File: src/shared/spc_params.svh
// Offsets, field positions, reset values for the serial port control block.
// Assumes inclusion by the design file only.
`ifndef SPC_PARAMS_SVH
`define SPC_PARAMS_SVH
// =====================================================
// Register indices (byte address is four times index)
`define SPC_IDX_PWR   10'h087
`define SPC_IDX_S1CTL 10'h0F8
`define SPC_IDX_T3CTL 10'h0C4
`define SPC_IDX_S0CTL 10'h098
`define SPC_IDX_ISTAT 10'h100
`define SPC_IDX_IEN   10'h101
`define SPC_IDX_ICLR  10'h102
`define SPC_IDX_BITOP 10'h103
// =====================================================
// Field positions
`define SPC_B_MODE_HI 7
`define SPC_B_MODE_LO 6
`define SPC_B_MP      5
`define SPC_B_REN     4
`define SPC_B_TB8     3
`define SPC_B_RB8     2
`define SPC_B_TI      1
`define SPC_B_RI      0
`define SPC_B_BAUD2   7
`define SPC_B_FESEL   6
`define SPC_B_BITWR   8
`define SPC_B_BITVAL  4
// =====================================================
// Reset values
`define SPC_RST_PWR   8'h10
`define SPC_RST_S1    8'h00
`define SPC_RST_T3    8'h00
`define SPC_RST_S0    8'h00
`define SPC_RST_IRQ   3'h0
`endif

File: src/shared/spc_pkg.sv
// Types shared by the serial port control block.
// Assumes the params header sits beside it on the include path.
`default_nettype none
package spc_pkg;
  // Bus address and data views
  typedef logic [11:0] spc_addr_t;
  typedef logic [7:0]  spc_byte_t;
  typedef logic [1:0]  spc_mode_t;
  // AXI answer codes in use
  typedef enum logic [1:0] {
    SPC_RESP_OKAY   = 2'h0,
    SPC_RESP_SLVERR = 2'h2
  } spc_resp_t;
endpackage
`default_nettype wire

File: src/verilog/spc_serial_port_control.sv
// Control and status registers of serial port 1 and port-0 serial bits.
// Assumes shift engines on the same clock give one-cycle event pulses,
// and an AXI4-Lite master on the same clock reaches the registers.
//
// Functional notes
// Port1 bits 7:6 are mode when select 0
// Select 1: bit 7 is frame error flag
// Mode 0 ignores multiprocessor enable
// Mode 1 checks stop bit and address
// Modes 2/3 check ninth bit and address
// Receive enable gates reception; mode 0 needs RI=0
// Ninth transmit bit only in modes 2/3
// Ninth receive bit captures ninth or stop
// Transmit flag set at frame end
// Receive flag set unless frame rejected
// Only software clears the two flags
// Enabled flags raise the interrupt request
// Baud doubler acts in port0 modes 1-3 (modes 1 and 3 only with timer 1 as baud source)
// Port0 select routes bit 7 likewise
// Port1 control bits singly accessible too
// Port1 select lives in timer3 bit 6
// Stop bit 0 sets frame error in modes 1-3
`include "spc_params.svh"
`default_nettype none
module spc_serial_port_control (
  input  wire logic                i_clk,
  input  wire logic                i_rst,
  input  wire spc_pkg::spc_addr_t  i_s_axi_awaddr,
  input  wire logic                i_s_axi_awvalid,
  output logic                     o_s_axi_awready,
  input  wire logic [31:0]         i_s_axi_wdata,
  input  wire logic [3:0]          i_s_axi_wstrb,
  input  wire logic                i_s_axi_wvalid,
  output logic                     o_s_axi_wready,
  output spc_pkg::spc_resp_t       o_s_axi_bresp,
  output logic                     o_s_axi_bvalid,
  input  wire logic                i_s_axi_bready,
  input  wire spc_pkg::spc_addr_t  i_s_axi_araddr,
  input  wire logic                i_s_axi_arvalid,
  output logic                     o_s_axi_arready,
  output logic [31:0]              o_s_axi_rdata,
  output spc_pkg::spc_resp_t       o_s_axi_rresp,
  output logic                     o_s_axi_rvalid,
  input  wire logic                i_s_axi_rready,
  input  wire logic                i_p1_tx_done,
  input  wire logic                i_p1_rx_done,
  input  wire logic                i_p1_rx_stop,
  input  wire logic                i_p1_rx_ninth,
  input  wire logic                i_p1_rx_addr_match,
  input  wire logic                i_p0_rx_frame_error,
  input  wire logic                i_p0_t1_baud_src,
  output spc_pkg::spc_mode_t       o_p1_mode,
  output logic                     o_p1_rx_enable,
  output logic                     o_p1_tx_ninth,
  output spc_pkg::spc_mode_t       o_p0_mode,
  output logic                     o_p0_baud_double,
  output logic                     o_irq
);
  import spc_pkg::*;

  // =====================================================
  // Helper functions

  // Byte address of a register index
  function automatic spc_addr_t spc_addr(input logic [9:0] idx);
    spc_addr = {idx, 2'h0};
  endfunction

  // Replace masked bits of a byte
  function automatic spc_byte_t spc_merge(input spc_byte_t old,
                                          input spc_byte_t dat,
                                          input spc_byte_t msk);
    spc_merge = (old & ~msk) | (dat & msk);
  endfunction

  // Multiprocessor validity of a finished reception
  function automatic logic spc_rx_valid(input spc_mode_t mode,
                                        input logic mp,
                                        input logic stop,
                                        input logic ninth,
                                        input logic match);
    if (!mp || mode == 2'h0) begin
      spc_rx_valid = 1'b1;
    end else if (mode == 2'h1) begin
      spc_rx_valid = stop && match;
    end else begin
      spc_rx_valid = ninth && match;
    end
  endfunction

  // =====================================================
  // Register state
  spc_byte_t  pwr;          // Power and port0 serial bits
  spc_byte_t  t3;           // Timer3 control, bit 6 is port1 select
  spc_byte_t  s0;           // Port0 control, bit 7 is mode-high
  spc_byte_t  s1;           // Port1 control, bit 7 is mode-high
  logic       s0_fe;        // Port0 frame error flag
  logic       s1_fe;        // Port1 frame error flag
  logic [2:0] irq_stat;     // Sticky events: fe, rx, tx
  logic [2:0] irq_en;       // Event enables
  logic [2:0] bit_sel;      // Selected port1 bit
  spc_byte_t  next_pwr;
  spc_byte_t  next_t3;
  spc_byte_t  next_s0;
  spc_byte_t  next_s1;
  logic       next_s0_fe;
  logic       next_s1_fe;
  logic [2:0] next_irq_stat;
  logic [2:0] next_irq_en;
  logic [2:0] next_bit_sel;
  spc_mode_t  next_p1_mode;
  logic       next_p1_rx_enable;
  logic       next_p1_tx_ninth;
  spc_mode_t  next_p0_mode;
  logic       next_p0_baud_double;
  logic       next_irq;

  // =====================================================
  // Bus state
  logic       aw_held;      // Write address captured
  logic       w_held;       // Write data captured
  spc_addr_t  awaddr_q;     // Captured write address
  logic [31:0] wdata_q;     // Captured write data
  logic       wlane_q;      // Low byte lane enabled
  logic       next_aw_held;
  logic       next_w_held;
  spc_addr_t  next_awaddr;
  logic [31:0] next_wdata;
  logic       next_wlane;
  logic       next_awready;
  logic       next_wready;
  logic       next_bvalid;
  spc_resp_t  next_bresp;
  logic       next_arready;
  logic       next_rvalid;
  logic [31:0] next_rdata;
  spc_resp_t  next_rresp;

  // Decode results
  logic       wr_go;        // Both halves of a write are present
  logic       wr_hit;       // Write address is mapped
  logic [31:0] rd_word;     // Read data for the request address
  logic       rd_hit;       // Read address is mapped
  spc_byte_t  s1_view;      // Port1 control as software sees it
  spc_byte_t  s0_view;      // Port0 control as software sees it

  // Events
  spc_mode_t  p1_mode;
  spc_mode_t  p0_mode;
  logic       rx_take;      // Finished reception that was allowed
  logic       ri_set;
  logic       ti_set;
  logic       fe1_set;
  logic       s1_wr;        // Any software access writing port1 control
  spc_byte_t  s1_mask;
  spc_byte_t  s1_data;

  // Software views of bit 7 follow the access selects
  assign s1_view = {t3[`SPC_B_FESEL] ? s1_fe : s1[`SPC_B_MODE_HI], s1[6:0]};
  assign s0_view = {pwr[`SPC_B_FESEL] ? s0_fe : s0[`SPC_B_MODE_HI], s0[6:0]};
  assign p1_mode = {s1[`SPC_B_MODE_HI], s1[`SPC_B_MODE_LO]};
  assign p0_mode = {s0[`SPC_B_MODE_HI], s0[`SPC_B_MODE_LO]};

  // =====================================================
  // Read decode
  always_comb begin
    rd_word = 32'h0000_0000;
    rd_hit  = 1'b1;
    if (i_s_axi_araddr == spc_addr(`SPC_IDX_PWR)) begin
      rd_word = {24'h00_0000, pwr};
    end else if (i_s_axi_araddr == spc_addr(`SPC_IDX_S1CTL)) begin
      rd_word = {24'h00_0000, s1_view};
    end else if (i_s_axi_araddr == spc_addr(`SPC_IDX_T3CTL)) begin
      rd_word = {24'h00_0000, t3};
    end else if (i_s_axi_araddr == spc_addr(`SPC_IDX_S0CTL)) begin
      rd_word = {24'h00_0000, s0_view};
    end else if (i_s_axi_araddr == spc_addr(`SPC_IDX_ISTAT)) begin
      rd_word = {29'h0000_0000, irq_stat};
    end else if (i_s_axi_araddr == spc_addr(`SPC_IDX_IEN)) begin
      rd_word = {29'h0000_0000, irq_en};
    end else if (i_s_axi_araddr == spc_addr(`SPC_IDX_ICLR)) begin
      rd_word = 32'h0000_0000;          // Write-only, reads zero
    end else if (i_s_axi_araddr == spc_addr(`SPC_IDX_BITOP)) begin
      rd_word = {27'h000_0000, s1_view[bit_sel], 1'b0, bit_sel};
    end else begin
      rd_hit = 1'b0;                     // Unmapped
    end
  end

  // Write address hit
  always_comb begin
    if (awaddr_q == spc_addr(`SPC_IDX_PWR)) begin
      wr_hit = 1'b1;
    end else if (awaddr_q == spc_addr(`SPC_IDX_S1CTL)) begin
      wr_hit = 1'b1;
    end else if (awaddr_q == spc_addr(`SPC_IDX_T3CTL)) begin
      wr_hit = 1'b1;
    end else if (awaddr_q == spc_addr(`SPC_IDX_S0CTL)) begin
      wr_hit = 1'b1;
    end else if (awaddr_q[11:4] == 8'(spc_addr(`SPC_IDX_ISTAT) >> 4)) begin
      wr_hit = 1'b1;                     // Interrupt and bit registers
    end else begin
      wr_hit = 1'b0;
    end
  end

  // =====================================================
  // AXI4-Lite handshakes: next values
  always_comb begin
    next_aw_held = aw_held;
    next_w_held  = w_held;
    next_awaddr  = awaddr_q;
    next_wdata   = wdata_q;
    next_wlane   = wlane_q;
    next_bvalid  = o_s_axi_bvalid;
    next_bresp   = o_s_axi_bresp;
    next_rvalid  = o_s_axi_rvalid;
    next_rdata   = o_s_axi_rdata;
    next_rresp   = o_s_axi_rresp;
    wr_go        = aw_held && w_held && !o_s_axi_bvalid;
    // Address and data are taken in either order
    if (i_s_axi_awvalid && o_s_axi_awready) begin
      next_aw_held = 1'b1;
      next_awaddr  = i_s_axi_awaddr;
    end
    if (i_s_axi_wvalid && o_s_axi_wready) begin
      next_w_held = 1'b1;
      next_wdata  = i_s_axi_wdata;
      next_wlane  = i_s_axi_wstrb[0];
    end
    // Commit and answer once both are held
    if (wr_go) begin
      next_aw_held = 1'b0;
      next_w_held  = 1'b0;
      next_bvalid  = 1'b1;
      next_bresp   = wr_hit ? SPC_RESP_OKAY : SPC_RESP_SLVERR;
    end else if (o_s_axi_bvalid && i_s_axi_bready) begin
      next_bvalid = 1'b0;
    end
    // Read answers one cycle after the address is taken
    if (i_s_axi_arvalid && o_s_axi_arready) begin
      next_rvalid = 1'b1;
      next_rdata  = rd_word;
      next_rresp  = rd_hit ? SPC_RESP_OKAY : SPC_RESP_SLVERR;
    end else if (o_s_axi_rvalid && i_s_axi_rready) begin
      next_rvalid = 1'b0;
    end
    next_awready = !next_aw_held && !next_bvalid;
    next_wready  = !next_w_held && !next_bvalid;
    next_arready = !next_rvalid;
  end

  // AXI4-Lite handshakes: registers
  always_ff @(posedge i_clk or posedge i_rst) begin
    if (i_rst) begin
      aw_held         <= 1'b0;
      w_held          <= 1'b0;
      awaddr_q        <= 12'h000;
      wdata_q         <= 32'h0000_0000;
      wlane_q         <= 1'b0;
      o_s_axi_awready <= 1'b0;
      o_s_axi_wready  <= 1'b0;
      o_s_axi_bvalid  <= 1'b0;
      o_s_axi_bresp   <= SPC_RESP_OKAY;
      o_s_axi_arready <= 1'b0;
      o_s_axi_rvalid  <= 1'b0;
      o_s_axi_rdata   <= 32'h0000_0000;
      o_s_axi_rresp   <= SPC_RESP_OKAY;
    end else begin
      aw_held         <= next_aw_held;
      w_held          <= next_w_held;
      awaddr_q        <= next_awaddr;
      wdata_q         <= next_wdata;
      wlane_q         <= next_wlane;
      o_s_axi_awready <= next_awready;
      o_s_axi_wready  <= next_wready;
      o_s_axi_bvalid  <= next_bvalid;
      o_s_axi_bresp   <= next_bresp;
      o_s_axi_arready <= next_arready;
      o_s_axi_rvalid  <= next_rvalid;
      o_s_axi_rdata   <= next_rdata;
      o_s_axi_rresp   <= next_rresp;
    end
  end

  // =====================================================
  // Serial control registers: next values
  always_comb begin
    // Reception counts only while allowed
    rx_take = i_p1_rx_done && o_p1_rx_enable;
    ri_set  = rx_take && spc_rx_valid(p1_mode, s1[`SPC_B_MP],
                                      i_p1_rx_stop, i_p1_rx_ninth,
                                      i_p1_rx_addr_match);
    ti_set  = i_p1_tx_done;
    fe1_set = rx_take && (p1_mode != 2'h0) && !i_p1_rx_stop;
    next_pwr      = pwr;
    next_t3       = t3;
    next_s0       = s0;
    next_s0_fe    = s0_fe;
    next_irq_stat = irq_stat;
    next_irq_en   = irq_en;
    next_bit_sel  = bit_sel;
    s1_mask       = 8'h00;
    s1_data       = 8'h00;
    // Software writes with the low byte lane enabled, whole bytes or one port1 bit
    if (wr_go && wlane_q) begin
      if (awaddr_q == spc_addr(`SPC_IDX_PWR)) begin
        next_pwr = wdata_q[7:0];
      end else if (awaddr_q == spc_addr(`SPC_IDX_S1CTL)) begin
        s1_mask = 8'hFF;
        s1_data = wdata_q[7:0];
      end else if (awaddr_q == spc_addr(`SPC_IDX_T3CTL)) begin
        next_t3 = wdata_q[7:0];
      end else if (awaddr_q == spc_addr(`SPC_IDX_S0CTL)) begin
        // Bit 7 goes to mode or flag by the port0 select
        next_s0 = spc_merge(s0, wdata_q[7:0], 8'h7F);
        if (pwr[`SPC_B_FESEL]) begin
          next_s0_fe = wdata_q[7];
        end else begin
          next_s0[`SPC_B_MODE_HI] = wdata_q[7];
        end
      end else if (awaddr_q == spc_addr(`SPC_IDX_IEN)) begin
        next_irq_en = wdata_q[2:0];
      end else if (awaddr_q == spc_addr(`SPC_IDX_ICLR)) begin
        next_irq_stat = irq_stat & ~wdata_q[2:0];
      end else if (awaddr_q == spc_addr(`SPC_IDX_BITOP)) begin
        // Select a bit, and write it when asked
        next_bit_sel = wdata_q[2:0];
        if (wdata_q[`SPC_B_BITWR]) begin
          s1_mask = 8'h01 << wdata_q[2:0];
          s1_data = {8{wdata_q[`SPC_B_BITVAL]}};
        end
      end
    end
    s1_wr = (s1_mask != 8'h00);
    // Port1 low seven bits, bit 7 routed by the timer3 select
    next_s1 = spc_merge(s1, s1_data, {1'b0, s1_mask[6:0]});
    next_s1_fe = s1_fe;
    if (s1_mask[7] && t3[`SPC_B_FESEL]) begin
      next_s1_fe = s1_data[7];
    end else if (s1_mask[7]) begin
      next_s1[`SPC_B_MODE_HI] = s1_data[7];
    end
    // Hardware sets win over a software clear in the same cycle
    next_s1_fe = next_s1_fe | fe1_set;
    next_s0_fe = next_s0_fe | i_p0_rx_frame_error;
    next_s1[`SPC_B_TI] = next_s1[`SPC_B_TI] | ti_set;
    next_s1[`SPC_B_RI] = next_s1[`SPC_B_RI] | ri_set;
    // Ninth bit or stop bit is kept only for accepted frames
    if (ri_set && p1_mode == 2'h1) begin
      next_s1[`SPC_B_RB8] = i_p1_rx_stop;
    end else if (ri_set && p1_mode[1]) begin
      next_s1[`SPC_B_RB8] = i_p1_rx_ninth;
    end
    next_irq_stat = next_irq_stat | {fe1_set, ri_set, ti_set};
    // Outputs follow the new state in the same edge
    next_p1_mode = {next_s1[`SPC_B_MODE_HI], next_s1[`SPC_B_MODE_LO]};
    next_p1_rx_enable = next_s1[`SPC_B_REN] &&
                        (next_p1_mode != 2'h0 || !next_s1[`SPC_B_RI]);
    next_p1_tx_ninth = next_p1_mode[1] && next_s1[`SPC_B_TB8];
    next_p0_mode = {next_s0[`SPC_B_MODE_HI], next_s0[`SPC_B_MODE_LO]};
    next_p0_baud_double = next_pwr[`SPC_B_BAUD2] &&
                          (next_p0_mode == 2'h2 ||
                           (next_p0_mode[0] && i_p0_t1_baud_src));
    next_irq = |(next_irq_stat & next_irq_en);
  end

  // Serial control registers: registers
  always_ff @(posedge i_clk or posedge i_rst) begin
    if (i_rst) begin
      pwr              <= `SPC_RST_PWR;
      t3               <= `SPC_RST_T3;
      s0               <= `SPC_RST_S0;
      s1               <= `SPC_RST_S1;
      s0_fe            <= 1'b0;
      s1_fe            <= 1'b0;
      irq_stat         <= `SPC_RST_IRQ;
      irq_en           <= `SPC_RST_IRQ;
      bit_sel          <= 3'h0;
      o_p1_mode        <= 2'h0;
      o_p1_rx_enable   <= 1'b0;
      o_p1_tx_ninth    <= 1'b0;
      o_p0_mode        <= 2'h0;
      o_p0_baud_double <= 1'b0;
      o_irq            <= 1'b0;
    end else begin
      pwr              <= next_pwr;
      t3               <= next_t3;
      s0               <= next_s0;
      s1               <= next_s1;
      s0_fe            <= next_s0_fe;
      s1_fe            <= next_s1_fe;
      irq_stat         <= next_irq_stat;
      irq_en           <= next_irq_en;
      bit_sel          <= next_bit_sel;
      o_p1_mode        <= next_p1_mode;
      o_p1_rx_enable   <= next_p1_rx_enable;
      o_p1_tx_ninth    <= next_p1_tx_ninth;
      o_p0_mode        <= next_p0_mode;
      o_p0_baud_double <= next_p0_baud_double;
      o_irq            <= next_irq;
    end
  end
endmodule
`default_nettype wire

File: config.mk
export PLATFORM = sky130hd
export DESIGN_NAME = spc_serial_port_control
export DESIGN_NICKNAME = d
export VERILOG_FILES = /design/src/shared/spc_pkg.sv /design/src/verilog/spc_serial_port_control.sv
export VERILOG_INCLUDE_DIRS = /design/src /design/src/shared
export SDC_FILE = /design/constraint.sdc
export NUM_CORES = 1
export LEC_CHECK = 0
export BUFFER_PORTS_ARGS = -buffer_cell sky130_fd_sc_hd__buf_2
export CORE_ASPECT_RATIO = 0.7
export CORE_MARGIN = 8
export CORE_UTILIZATION = 57
export DETAILED_ROUTE_END_ITERATION = 10
export PLACE_DENSITY = 0.93
export RECOVER_POWER = 50
export SYNTH_ARGS = -nofsm -noshare
export SYNTH_HDL_FRONTEND = slang
export SYNTH_SLANG_ARGS = --single-unit
File: constraint.sdc
create_clock -name i_clk -period 3.66 [get_ports i_clk]
set_clock_uncertainty 0.15 [all_clocks]
set_input_delay 0 -clock i_clk [delete_from_list [all_inputs] [get_ports i_clk]]
set_output_delay 0 -clock i_clk [all_outputs]
set_load 0.1 [all_outputs]
After elaboration in Yosys (flattened, before gate mapping). Index checks and enable logic that the tools add are counted.

Shift operators: 1. Equal/unequal tests: 18. Mux-type cells: 87. $lt $le $gt $ge: 1. Reductions and logical operators: 42. Bitwise gates (word level): 19.

Operator list (number): $mux W8 (28); $eq A12 B10 Y1 const B (8); $eq A12 B11 Y1 const B (7); $mux W3 (13); $mux W1 (38); $mux W32 (1); $logic_and A1 B1 Y1 (23); $mux W5 (4); $and A8 B7 Y8 (1); $and A8 B8 Y8 (1); $eq A8 B7 Y1 const B (1); $logic_not A1 Y1 (8); $not A7 Y8 (1); $or A8 B7 Y8 (1); $or A8 B8 Y8 (1); $reduce_and A8 Y1 (1); $shl A1 B3 Y8 const A (1); $and A3 B3 Y3 (2); $not A1 Y1 (6); $reduce_and A5 Y1 (1); $lt A3 B4 Y1 const B (1); $mux W2 (2); $or A1 B1 Y1 (4); $reduce_and A4 Y1 (1); other kinds (10) (13).

Bits in registers: 114. Logic and storage cells: 197. Output and inout port bits: 49.

Logic depth before layout (Yosys ltp). Gate-level depths: netlist of run 1.

Depth after elaboration: 18. Gate-level depth with buffers: 9. Depth with buffers taken out: 6.

Worst setup path before layout of run 1. No wires, ideal clock.

Path type: register to register. From: register o_s_axi_bvalid. To: register o_p0_baud_double. Required time: 3390 ps. Setup slack: 1003 ps. Cell stages (with the launch flop): 8. Arrival: 2387 ps. Cell sequence: dfrtp_1 > and4b_1 > o41ai_4 > buf_6 > nor3_2 > mux2i_1 > or2_2 > o211a_1.

Cells in the longest elaborated chain, start to end: 7. Elaborated cells between the ends (all ways): 9. Those cells by class: eq/ne (1); mux (2); reduce/logical (6).

RTL lines: from (decl) (line spc_serial_port_control.sv:36) `output logic o_s_axi_bvalid,`; from (signal assigned) (line spc_serial_port_control.sv:277) `o_s_axi_bvalid <= next_bvalid;`; $logic_not A1 Y1 (*) (line spc_serial_port_control.sv:220) `wr_go = aw_held && w_held && !o_s_axi_bvalid;`; $logic_and A1 B1 Y1 (*) (line spc_serial_port_control.sv:220); $logic_and A1 B1 Y1 (*) (line spc_serial_port_control.sv:306) `if (wr_go && wlane_q) begin`; $mux W8 (line spc_serial_port_control.sv:306); $eq A2 B2 Y1 or $logic_and A1 B1 Y1 (tied branches) (line spc_serial_port_control.sv:363, spc_serial_port_control.sv:364); $logic_or A1 B1 Y1 (line spc_serial_port_control.sv:363) `(next_p0_mode == 2'h2 ||`; $logic_and A1 B1 Y1 (*) (line spc_serial_port_control.sv:362) `` next_p0_baud_double = next_pwr[`SPC_B_BAUD2] && ``; named net next_p0_baud_double (line spc_serial_port_control.sv:115) `logic next_p0_baud_double;`; to (signal assigned) (line spc_serial_port_control.sv:400) `o_p0_baud_double <= next_p0_baud_double;`; to (decl) (line spc_serial_port_control.sv:56) `output logic o_p0_baud_double,`.

Mark *: on every way through the listed nets, which the timed path passes. The rest lies on a longest branch. A chain may end at the register's enable or synchronous reset.

Worst setup path after layout of run 1.
From: register awaddr_q[0]. To: register o_p1_rx_enable.

Cells in the longest elaborated chain, start to end: 16. Elaborated cells between the ends (all ways): 35. Those cells by class: eq/ne (7); mux (18); bitwise (5); reduce/logical (5).

RTL lines: from (decl) (line spc_serial_port_control.sv:122) `spc_addr_t awaddr_q;`; from (signal assigned) (line spc_serial_port_control.sv:272) `awaddr_q <= next_awaddr;`; $eq A12 B11 Y1 (line spc_serial_port_control.sv:326) `` end else if (awaddr_q == spc_addr(`SPC_IDX_BITOP)) begin ``; $mux W8 (line spc_serial_port_control.sv:326); $mux W8 (line spc_serial_port_control.sv:324) `` end else if (awaddr_q == spc_addr(`SPC_IDX_ICLR)) begin ``; $mux W8 (line spc_serial_port_control.sv:322) `` end else if (awaddr_q == spc_addr(`SPC_IDX_IEN)) begin ``; $mux W8 (line spc_serial_port_control.sv:314) `` end else if (awaddr_q == spc_addr(`SPC_IDX_S0CTL)) begin ``; $mux W8 (line spc_serial_port_control.sv:312) `` end else if (awaddr_q == spc_addr(`SPC_IDX_T3CTL)) begin ``; $mux W8 (line spc_serial_port_control.sv:309) `` end else if (awaddr_q == spc_addr(`SPC_IDX_S1CTL)) begin ``; $mux W8 (line spc_serial_port_control.sv:307) `` if (awaddr_q == spc_addr(`SPC_IDX_PWR)) begin ``; $mux W8 (line spc_serial_port_control.sv:306); $and A8 B7 Y8 or $not A7 Y8 (tied branches) (line spc_serial_port_control.sv:73) `spc_merge = (old & ~msk) | (dat & msk);`; $or A8 B8 Y8 or $and A8 B8 Y8 (tied branches) (line spc_serial_port_control.sv:73); $mux W1 or $or A8 B8 Y8 (tied branches) (line spc_serial_port_control.sv:341, spc_serial_port_control.sv:73); $mux W1 or $or A1 B1 Y1 (tied branches) (line spc_serial_port_control.sv:339, spc_serial_port_control.sv:348); $reduce_bool A2 Y1 or $logic_not A1 Y1 (tied branches) (line spc_serial_port_control.sv:359) `` (next_p1_mode != 2'h0 || !next_s1[`SPC_B_RI]); ``; $logic_or A1 B1 Y1 (line spc_serial_port_control.sv:359); $logic_and A1 B1 Y1 (*) (line spc_serial_port_control.sv:358) `` next_p1_rx_enable = next_s1[`SPC_B_REN] && ``; named net next_p1_rx_enable (line spc_serial_port_control.sv:112) `logic next_p1_rx_enable;`; to (signal assigned) (line spc_serial_port_control.sv:397) `o_p1_rx_enable <= next_p1_rx_enable;`; to (decl) (line spc_serial_port_control.sv:53) `output logic o_p1_rx_enable,`.

Marks and branches as above.

==> results.txt, run 1 <==
total setup buffers inserted after CTS: 0
die width: 122 um
Arr. time, crit path: 3.15 ns
root buf cell: clkbuf_16
initial core utilization: 58.1%
met3 WL post-DR: 1230 um
Syn Area/Cell: 11.2 sq um
first-pass GRT wire length: 19300 um
Std-Cell Core Area: 0.00777 sq mm
power share of the sequential group: 43.0%
Num Clock Sinks: 86
PD cells: 600 mW/mm^2
Die ar.: 0.0111 sq mm
Chip Height: 90.5 um
Clock transition at path regs: 0.06 ns
Core Util, Final: 69.7%
Critical Path RT: 3.70 ns
async set or reset register ratio after synthesis: 100%
Hold Buf Count CTS: 33
number of nets in the layout: 575
Slew Limit Headroom: -24.0%
drt wl/cell: 19.7 um
YS warnings: 0
Detail Route Antenna Nets: 0
RSZ-0062 raised after global routing: false
CP Class: flop to flop
WHS Path Cells: 4
1st-pass router iterations: 6
Std-Cell Rows: 27
Fin Setup TNS: 0 ns
Clk pwr share: 28.6%
Post-synth EDFFs: 0
sw frac: 39.4%
wire length on met1: 4790 um
crit-path max FO: 7
Final setup viols: 0
R2R depth: 7
top_reg_cell synth: dfrtp_1
Tcrit/Tclk final: 84.9%
MaxCap Viol Count: 1
status: complete, but fails checks
total gr overflow: 0
Final GP Congestion: 0.905
Top-Level Pins: 123
synthesized instance count: 403
flops & latches, synth: 86
Resize count post-CTS: 0
clk_lat worst skew: 0.34 ns
post-DP HPWL: 8200 um
vias in the first global route: 3830
Gate power share: 28.4%
minimum clock period: 3.11 ns
residual DRC count: 0
fin. max-slew vios: 44
final hold violation count: 0
depth of the CTS H-tree: 3
Worst-Margin Slew: 1.85 ns
CTS tree: yes
sw power: 0.00128 W
fraction of layout cells with a size suffix above 1: 28.1%
via count: 3631
routed wl met2: 5650 um
register area share after synthesis: 47.7%
Routed WL: 11900 um
failing checks: max-capacitance violations, max-slew violations
Area Growth Syn to Fin: 19.9%
antenna cells: 0
gr usage total: 21.9%
initial drt markers: 345
uppermost layer routed: met4
critical path launch point type: flop
vias per cell: 5.98
Max IR drop VDD: 0.000548 V
Mapped Area: 0.00452 sq mm
CTS buffer count: 9
Max clock buf depth: 2
fmax: 322 MHz
Static Leak: 2.47 nW
Synth cell types: 74
PortBufs: 70
worst min path class: primary input to flop
largest net degree at the start of global routing: 45
CP endpoint kind: flop
initial antenna violation count: 0
Pint: 0.00197 W
==> per-stage QoR <==
step | setup WS, ns | std cells | hold WS, ns | total power [W] | area (sq um)
2_1_floorplan | 1.00 | 428 | -0.0492 | 0.00206 | 4610
3_3_place_gp | 0.819 | 558 | -0.0267 | 0.00221 | 4810
3_5_place_dp | 0.750 | 558 | -0.0153 | 0.00225 | 4810
4_1_cts | 0.745 | 607 | 0.00998 | 0.00321 | 5450
5_1_grt | 0.505 | 607 | 0.0238 | 0.00337 | 5420
6_report | 0.553 | 607 | 0.0138 | 0.00325 | 5420
==> flip-flops by register name (all words and copies together) (netlist names), 3 cells and up, named ones only <==
signal         flops
s0                 8
pwr                8
irq_en             3
awaddr_q          12
irq_stat           3
wdata_q            9
bit_sel            3
o_s_axi_rdata      8
t3                 8
s1                 5
==> worst max-delay path, stage by stage (launching register included) <==
cell	delay [ns]
dfrtp_1	0.47
or4_4	0.62
o41ai_4	0.76
buf_4	0.27
a21o_1	0.21
nor2_1	0.07
mux2i_1	0.25
a31oi_1	0.17
==> power by group through the flow <==
stage	Clock (W)	Sequential [W]	Combinational (W)
floorplan	0	0.00146	0.000603
global placement	0	0.00137	0.000835
detailed placement	0	0.00139	0.000863
CTS	0.000939	0.00137	0.000901
global route	0.000983	0.00142	0.000972
finish	0.000929	0.00140	0.000923
==> cell usage in the layout, fill, tap and decap left out, types with 4 or more instances in the layout <==
cell type / count
o21ai_0: 15
mux2i_1: 8
o31ai_1: 5
nand2_1: 29
clkbuf_16: 9
or2_2: 6
dlygate4sd3_1: 33
nor4_1: 6
nand4_1: 5
clkbuf_1: 24
buf_2: 47
inv_1: 15
conb_1: 26
a22o_1: 4
nand3_1: 4
or3_1: 4
mux2_2: 49
dfrtp_1: 85
nor2b_1: 4
nor2_1: 19
a221oi_1: 6
a21oi_1: 17
nor3b_1: 4
==> final cells by class <==
type,instances,area [sq um]
Multi-Input combinational cell,283,2100
Clock inverter,6,76.3
Sequential cell,86,2150
Fill cell,551,2350
Tap cell,101,126
Clock buffer,10,229
Timing Repair Buffer,105,664
Inverter,16,61.3
==> layer usage <==
metal  vias up  track usage, %
li1       1625               -
met1      1775            27.8
met2       201            35.2
met3        30            6.25
met4         0            7.28
met5         -               0
==> final timing paths <==
| check | from | end | slack, ns |
|---|---|---|---|
| setup / recovery | awaddr_q[0] | o_p1_rx_enable | 0.55 |
| hold / removal | i_s_axi_araddr[2] | o_s_axi_rdata[1] | 0.01 |
| setup reg to reg | awaddr_q[0] | o_p1_rx_enable | 0.55 |
| hold reg to reg | o_s_axi_rdata[0] | o_s_axi_rdata[0] | 0.33 |
| max in group asynchronous | i_rst | bit_sel[1] | 1.09 |
| min in group asynchronous | i_rst | awaddr_q[1] | 0.52 |
==> logic make-up after synthesis <==
kind of cell    count (synthesis)  synth area share [%]
mux                            62                  15.8
compound gates                 75                  11.8
other cells                     1                0.0830
flops                          86                  47.7
buf+inv                        59                  7.79
simple gates                  120                  16.8
==> cells in the mapped netlist, types with 2 or more instances <==
| cell type | instances | share of area (%) |
|---|---|---|
| dfrtp_1 | 85 | 47 |
| mux2_2 | 51 | 13 |
| buf_4 | 30 | 5.0 |
| nand2_1 | 29 | 2.4 |
| nor2_1 | 19 | 1.6 |
| a21oi_1 | 17 | 1.9 |
| inv_1 | 16 | 1.3 |
| o21ai_0 | 15 | 1.7 |
| clkbuf_1 | 8 | 0.67 |
| mux2i_1 | 8 | 1.8 |
| a221oi_1 | 6 | 1.2 |
| nor4_1 | 6 | 0.83 |
| or2_2 | 6 | 0.83 |
| nand4_1 | 5 | 0.69 |
| o31ai_1 | 5 | 0.83 |
| a22o_1 | 4 | 0.78 |
| nand3_1 | 4 | 0.44 |
| nor2b_1 | 4 | 0.55 |
| nor3b_1 | 4 | 0.67 |
| or3_1 | 4 | 0.55 |
| a21o_1 | 3 | 0.50 |
| buf_2 | 3 | 0.33 |
| nor3_1 | 3 | 0.33 |
| o211a_1 | 3 | 0.67 |
| o22ai_1 | 3 | 0.42 |
| or3b_2 | 3 | 0.58 |
| a221o_1 | 2 | 0.44 |
| a22oi_1 | 2 | 0.33 |
| and2_1 | 2 | 0.28 |
| and3b_1 | 2 | 0.39 |
| and4_1 | 2 | 0.39 |
| and4b_1 | 2 | 0.44 |
| and4bb_2 | 2 | 0.55 |
| mux4_2 | 2 | 1.0 |
| nand2b_1 | 2 | 0.28 |
| o32ai_1 | 2 | 0.39 |
| or4_1 | 2 | 0.33 |
No activity file was read; power rests on OpenSTA's default activity.
==> run 2: changes to the inputs <==
--- a/config.mk
+++ b/config.mk
@@ -9,9 +9,9 @@
 export BUFFER_PORTS_ARGS = -buffer_cell sky130_fd_sc_hd__buf_2
 export CORE_ASPECT_RATIO = 0.7
 export CORE_MARGIN = 8
-export CORE_UTILIZATION = 57
+export CORE_UTILIZATION = 48
 export DETAILED_ROUTE_END_ITERATION = 10
-export PLACE_DENSITY = 0.93
+export PLACE_DENSITY = 0.84
 export RECOVER_POWER = 50
 export SYNTH_ARGS = -nofsm -noshare
 export SYNTH_HDL_FRONTEND = slang
==> constraint.sdc (replaced) <==
create_clock -name i_clk -period 2.7 [get_ports i_clk]
set_clock_uncertainty 0.15 [all_clocks]
set_input_delay 0 -clock i_clk [delete_from_list [all_inputs] [get_ports i_clk]]
set_output_delay 0 -clock i_clk [all_outputs]
set_load 0.1 [all_outputs]
==> run 2 against run 1 <==
Compared with the run above:
- clock power grew 54%
- critical path type unchanged
- non-clock buffer count grew 12
- combinational power grew 43%
- the flow still finishes with violations (max-capacitance violations, max-slew violations)
==> results.txt, run 2 (synthesized netlist as in run 1, its figures left out) <==
final hold violation count: 0
FF-to-FF End: o_p1_rx_enable
first-pass GRT wire length: 20000 um
Regs by FF count: awaddr_q (12), wdata_q (9)
residual DRC count: 0
Chip Height: 97.2 um
antenna cells: 0
depth of the CTS H-tree: 3
Fin Setup TNS: 0 ns
most common cell after layout, fill and taps aside: dfrtp_1
Max clock buf depth: 2
Clock transition at path regs: 0.06 ns
Static Leak: 2.63 nW
final worst slack: 0.111 ns
initial antenna violation count: 0
Tcrit/Tclk final: 95.9%
PortBufs: 70
WHS Path Cells: 4
crit-path max FO: 6
root buf cell: clkbuf_16
fraction of layout cells with a size suffix above 1: 33.6%
drt wl/cell: 18.5 um
worst min path class: primary input to flop
status: complete, but fails checks
vias in the first global route: 3852
Final setup viols: 0
initial core utilization: 49.6%
CTS tree: yes
minimum clock period: 2.59 ns
initial drt markers: 399
Multi-input gate area: 0.00212 sq mm
total setup buffers inserted after CTS: 0
vias per cell: 5.74
die width: 132 um
1st-pass router iterations: 5
via count: 3683
fin. max-slew vios: 87
register area: 0.00215 sq mm
largest reg by FF count: awaddr_q
Largest register FFs: 12
most frequent cells in the layout: dfrtp_1, buf_2, mux2_2
Num Clock Sinks: 86
Routed WL: 11900 um
Std-Cell Core Area: 0.00911 sq mm
worst slack, placed: 0.119 ns
Final GP Congestion: 0.920
Arr. time, crit path: 2.65 ns
RSZ-0062 raised after global routing: false
gr usage total: 19.3%
Max IR drop VDD: 0.000946 V
Area Growth Syn to Fin: 24.4%
reg-to-reg slack, setup: 0.11 ns
Worst-Margin Slew: 1.89 ns
Top-Level Pins: 123
largest net degree at the start of global routing: 87
number of nets in the layout: 587
failing checks: max-capacitance violations, max-slew violations
reg2reg start: awaddr_q[0]
total gr overflow: 0
Slew Limit Headroom: -25.9%
MaxCap Viol Count: 1
CP Class: flop to flop
PD cells: 822 mW/mm^2
critical path launch point type: flop
Critical Path RT: 2.76 ns
R2R depth: 7
number of fill cells: 726
CTS buffer count: 9
worst hold start: i_p1_rx_done
fmax: 386 MHz
post-DP HPWL: 8430 um
clk_lat worst skew: 0.34 ns
Die ar.: 0.0128 sq mm
CP endpoint kind: flop
Hold EP: irq_stat[2]
Detail Route Antenna Nets: 0
Std-Cell Rows: 29
run 2: through the flow:
stage / cells / total power, W / hold WS (ns) / area (sq um) / utilization [%]
2_1_floorplan: 428 / 0.00280 / -0.0492 / 4610 / -
3_3_place_gp: 593 / 0.00304 / -0.0284 / 4940 / 54.3
3_5_place_dp: 593 / 0.00311 / -0.0157 / 4940 / 54.3
4_1_cts: 642 / 0.00459 / 0.00460 / 5620 / 61.7
5_1_grt: 642 / 0.00481 / 0.0478 / 5620 / 61.7
6_report: 642 / 0.00462 / 0.0424 / 5620 / 61.7
run 2: area by class of cell:
type,count,share of cell area [%]
clock buffer,11,4.32
sequential,86,38.3
tap,124,2.76
multi-input combinational,283,37.8
timing repair buffer,117,13.8
inverter,16,1.09
clock inverter,5,1.89
run 2: timing repair:
item / in CTS / in global routing
hold buffers: 33 / 0
gates resized for setup: 0 / 3
endpoints found under the setup margin: 0 / 2
hold endpoints to repair: 122 / 0
run 2: worst max path at each step:
stage              startpoint               end  slack, ns  cells after the start
2_1_floorplan  o_s_axi_bvalid  o_p0_baud_double       0.04                      7
3_3_place_gp      awaddr_q[0]             o_irq       0.22                      6
3_5_place_dp      awaddr_q[0]  o_p0_baud_double       0.12                      7
4_1_cts           awaddr_q[0]  o_p0_baud_double       0.09                      7
5_1_grt           awaddr_q[4]             o_irq       0.04                      6
6_report          awaddr_q[0]    o_p1_rx_enable       0.11                      7
run 2: metal layers:
layer / up-vias / track usage (%) / routed length (um)
met4: 0 / 4.57 / 181
met2: 210 / 30.5 / 5590
met3: 24 / 7.70 / 1190
li1: 1637 / - / -
met5: - / 0 / 0
met1: 1812 / 24.1 / 4940
run 2: power by group:
group,internal [W],switching [W]
clock,0.000931,0.000498
sequential,0.00152,0.000352
combinational,0.000468,0.000851
total,0.00291,0.00170
run 2: critical path, stage by stage (launching register included):
cell and delay (ns):
dfrtp_1 0.38, or4_4 0.57, o41ai_4 0.43, buf_4 0.25, a21o_1 0.22, nor2_1 0.08, mux2i_1 0.25, a31oi_1 0.13
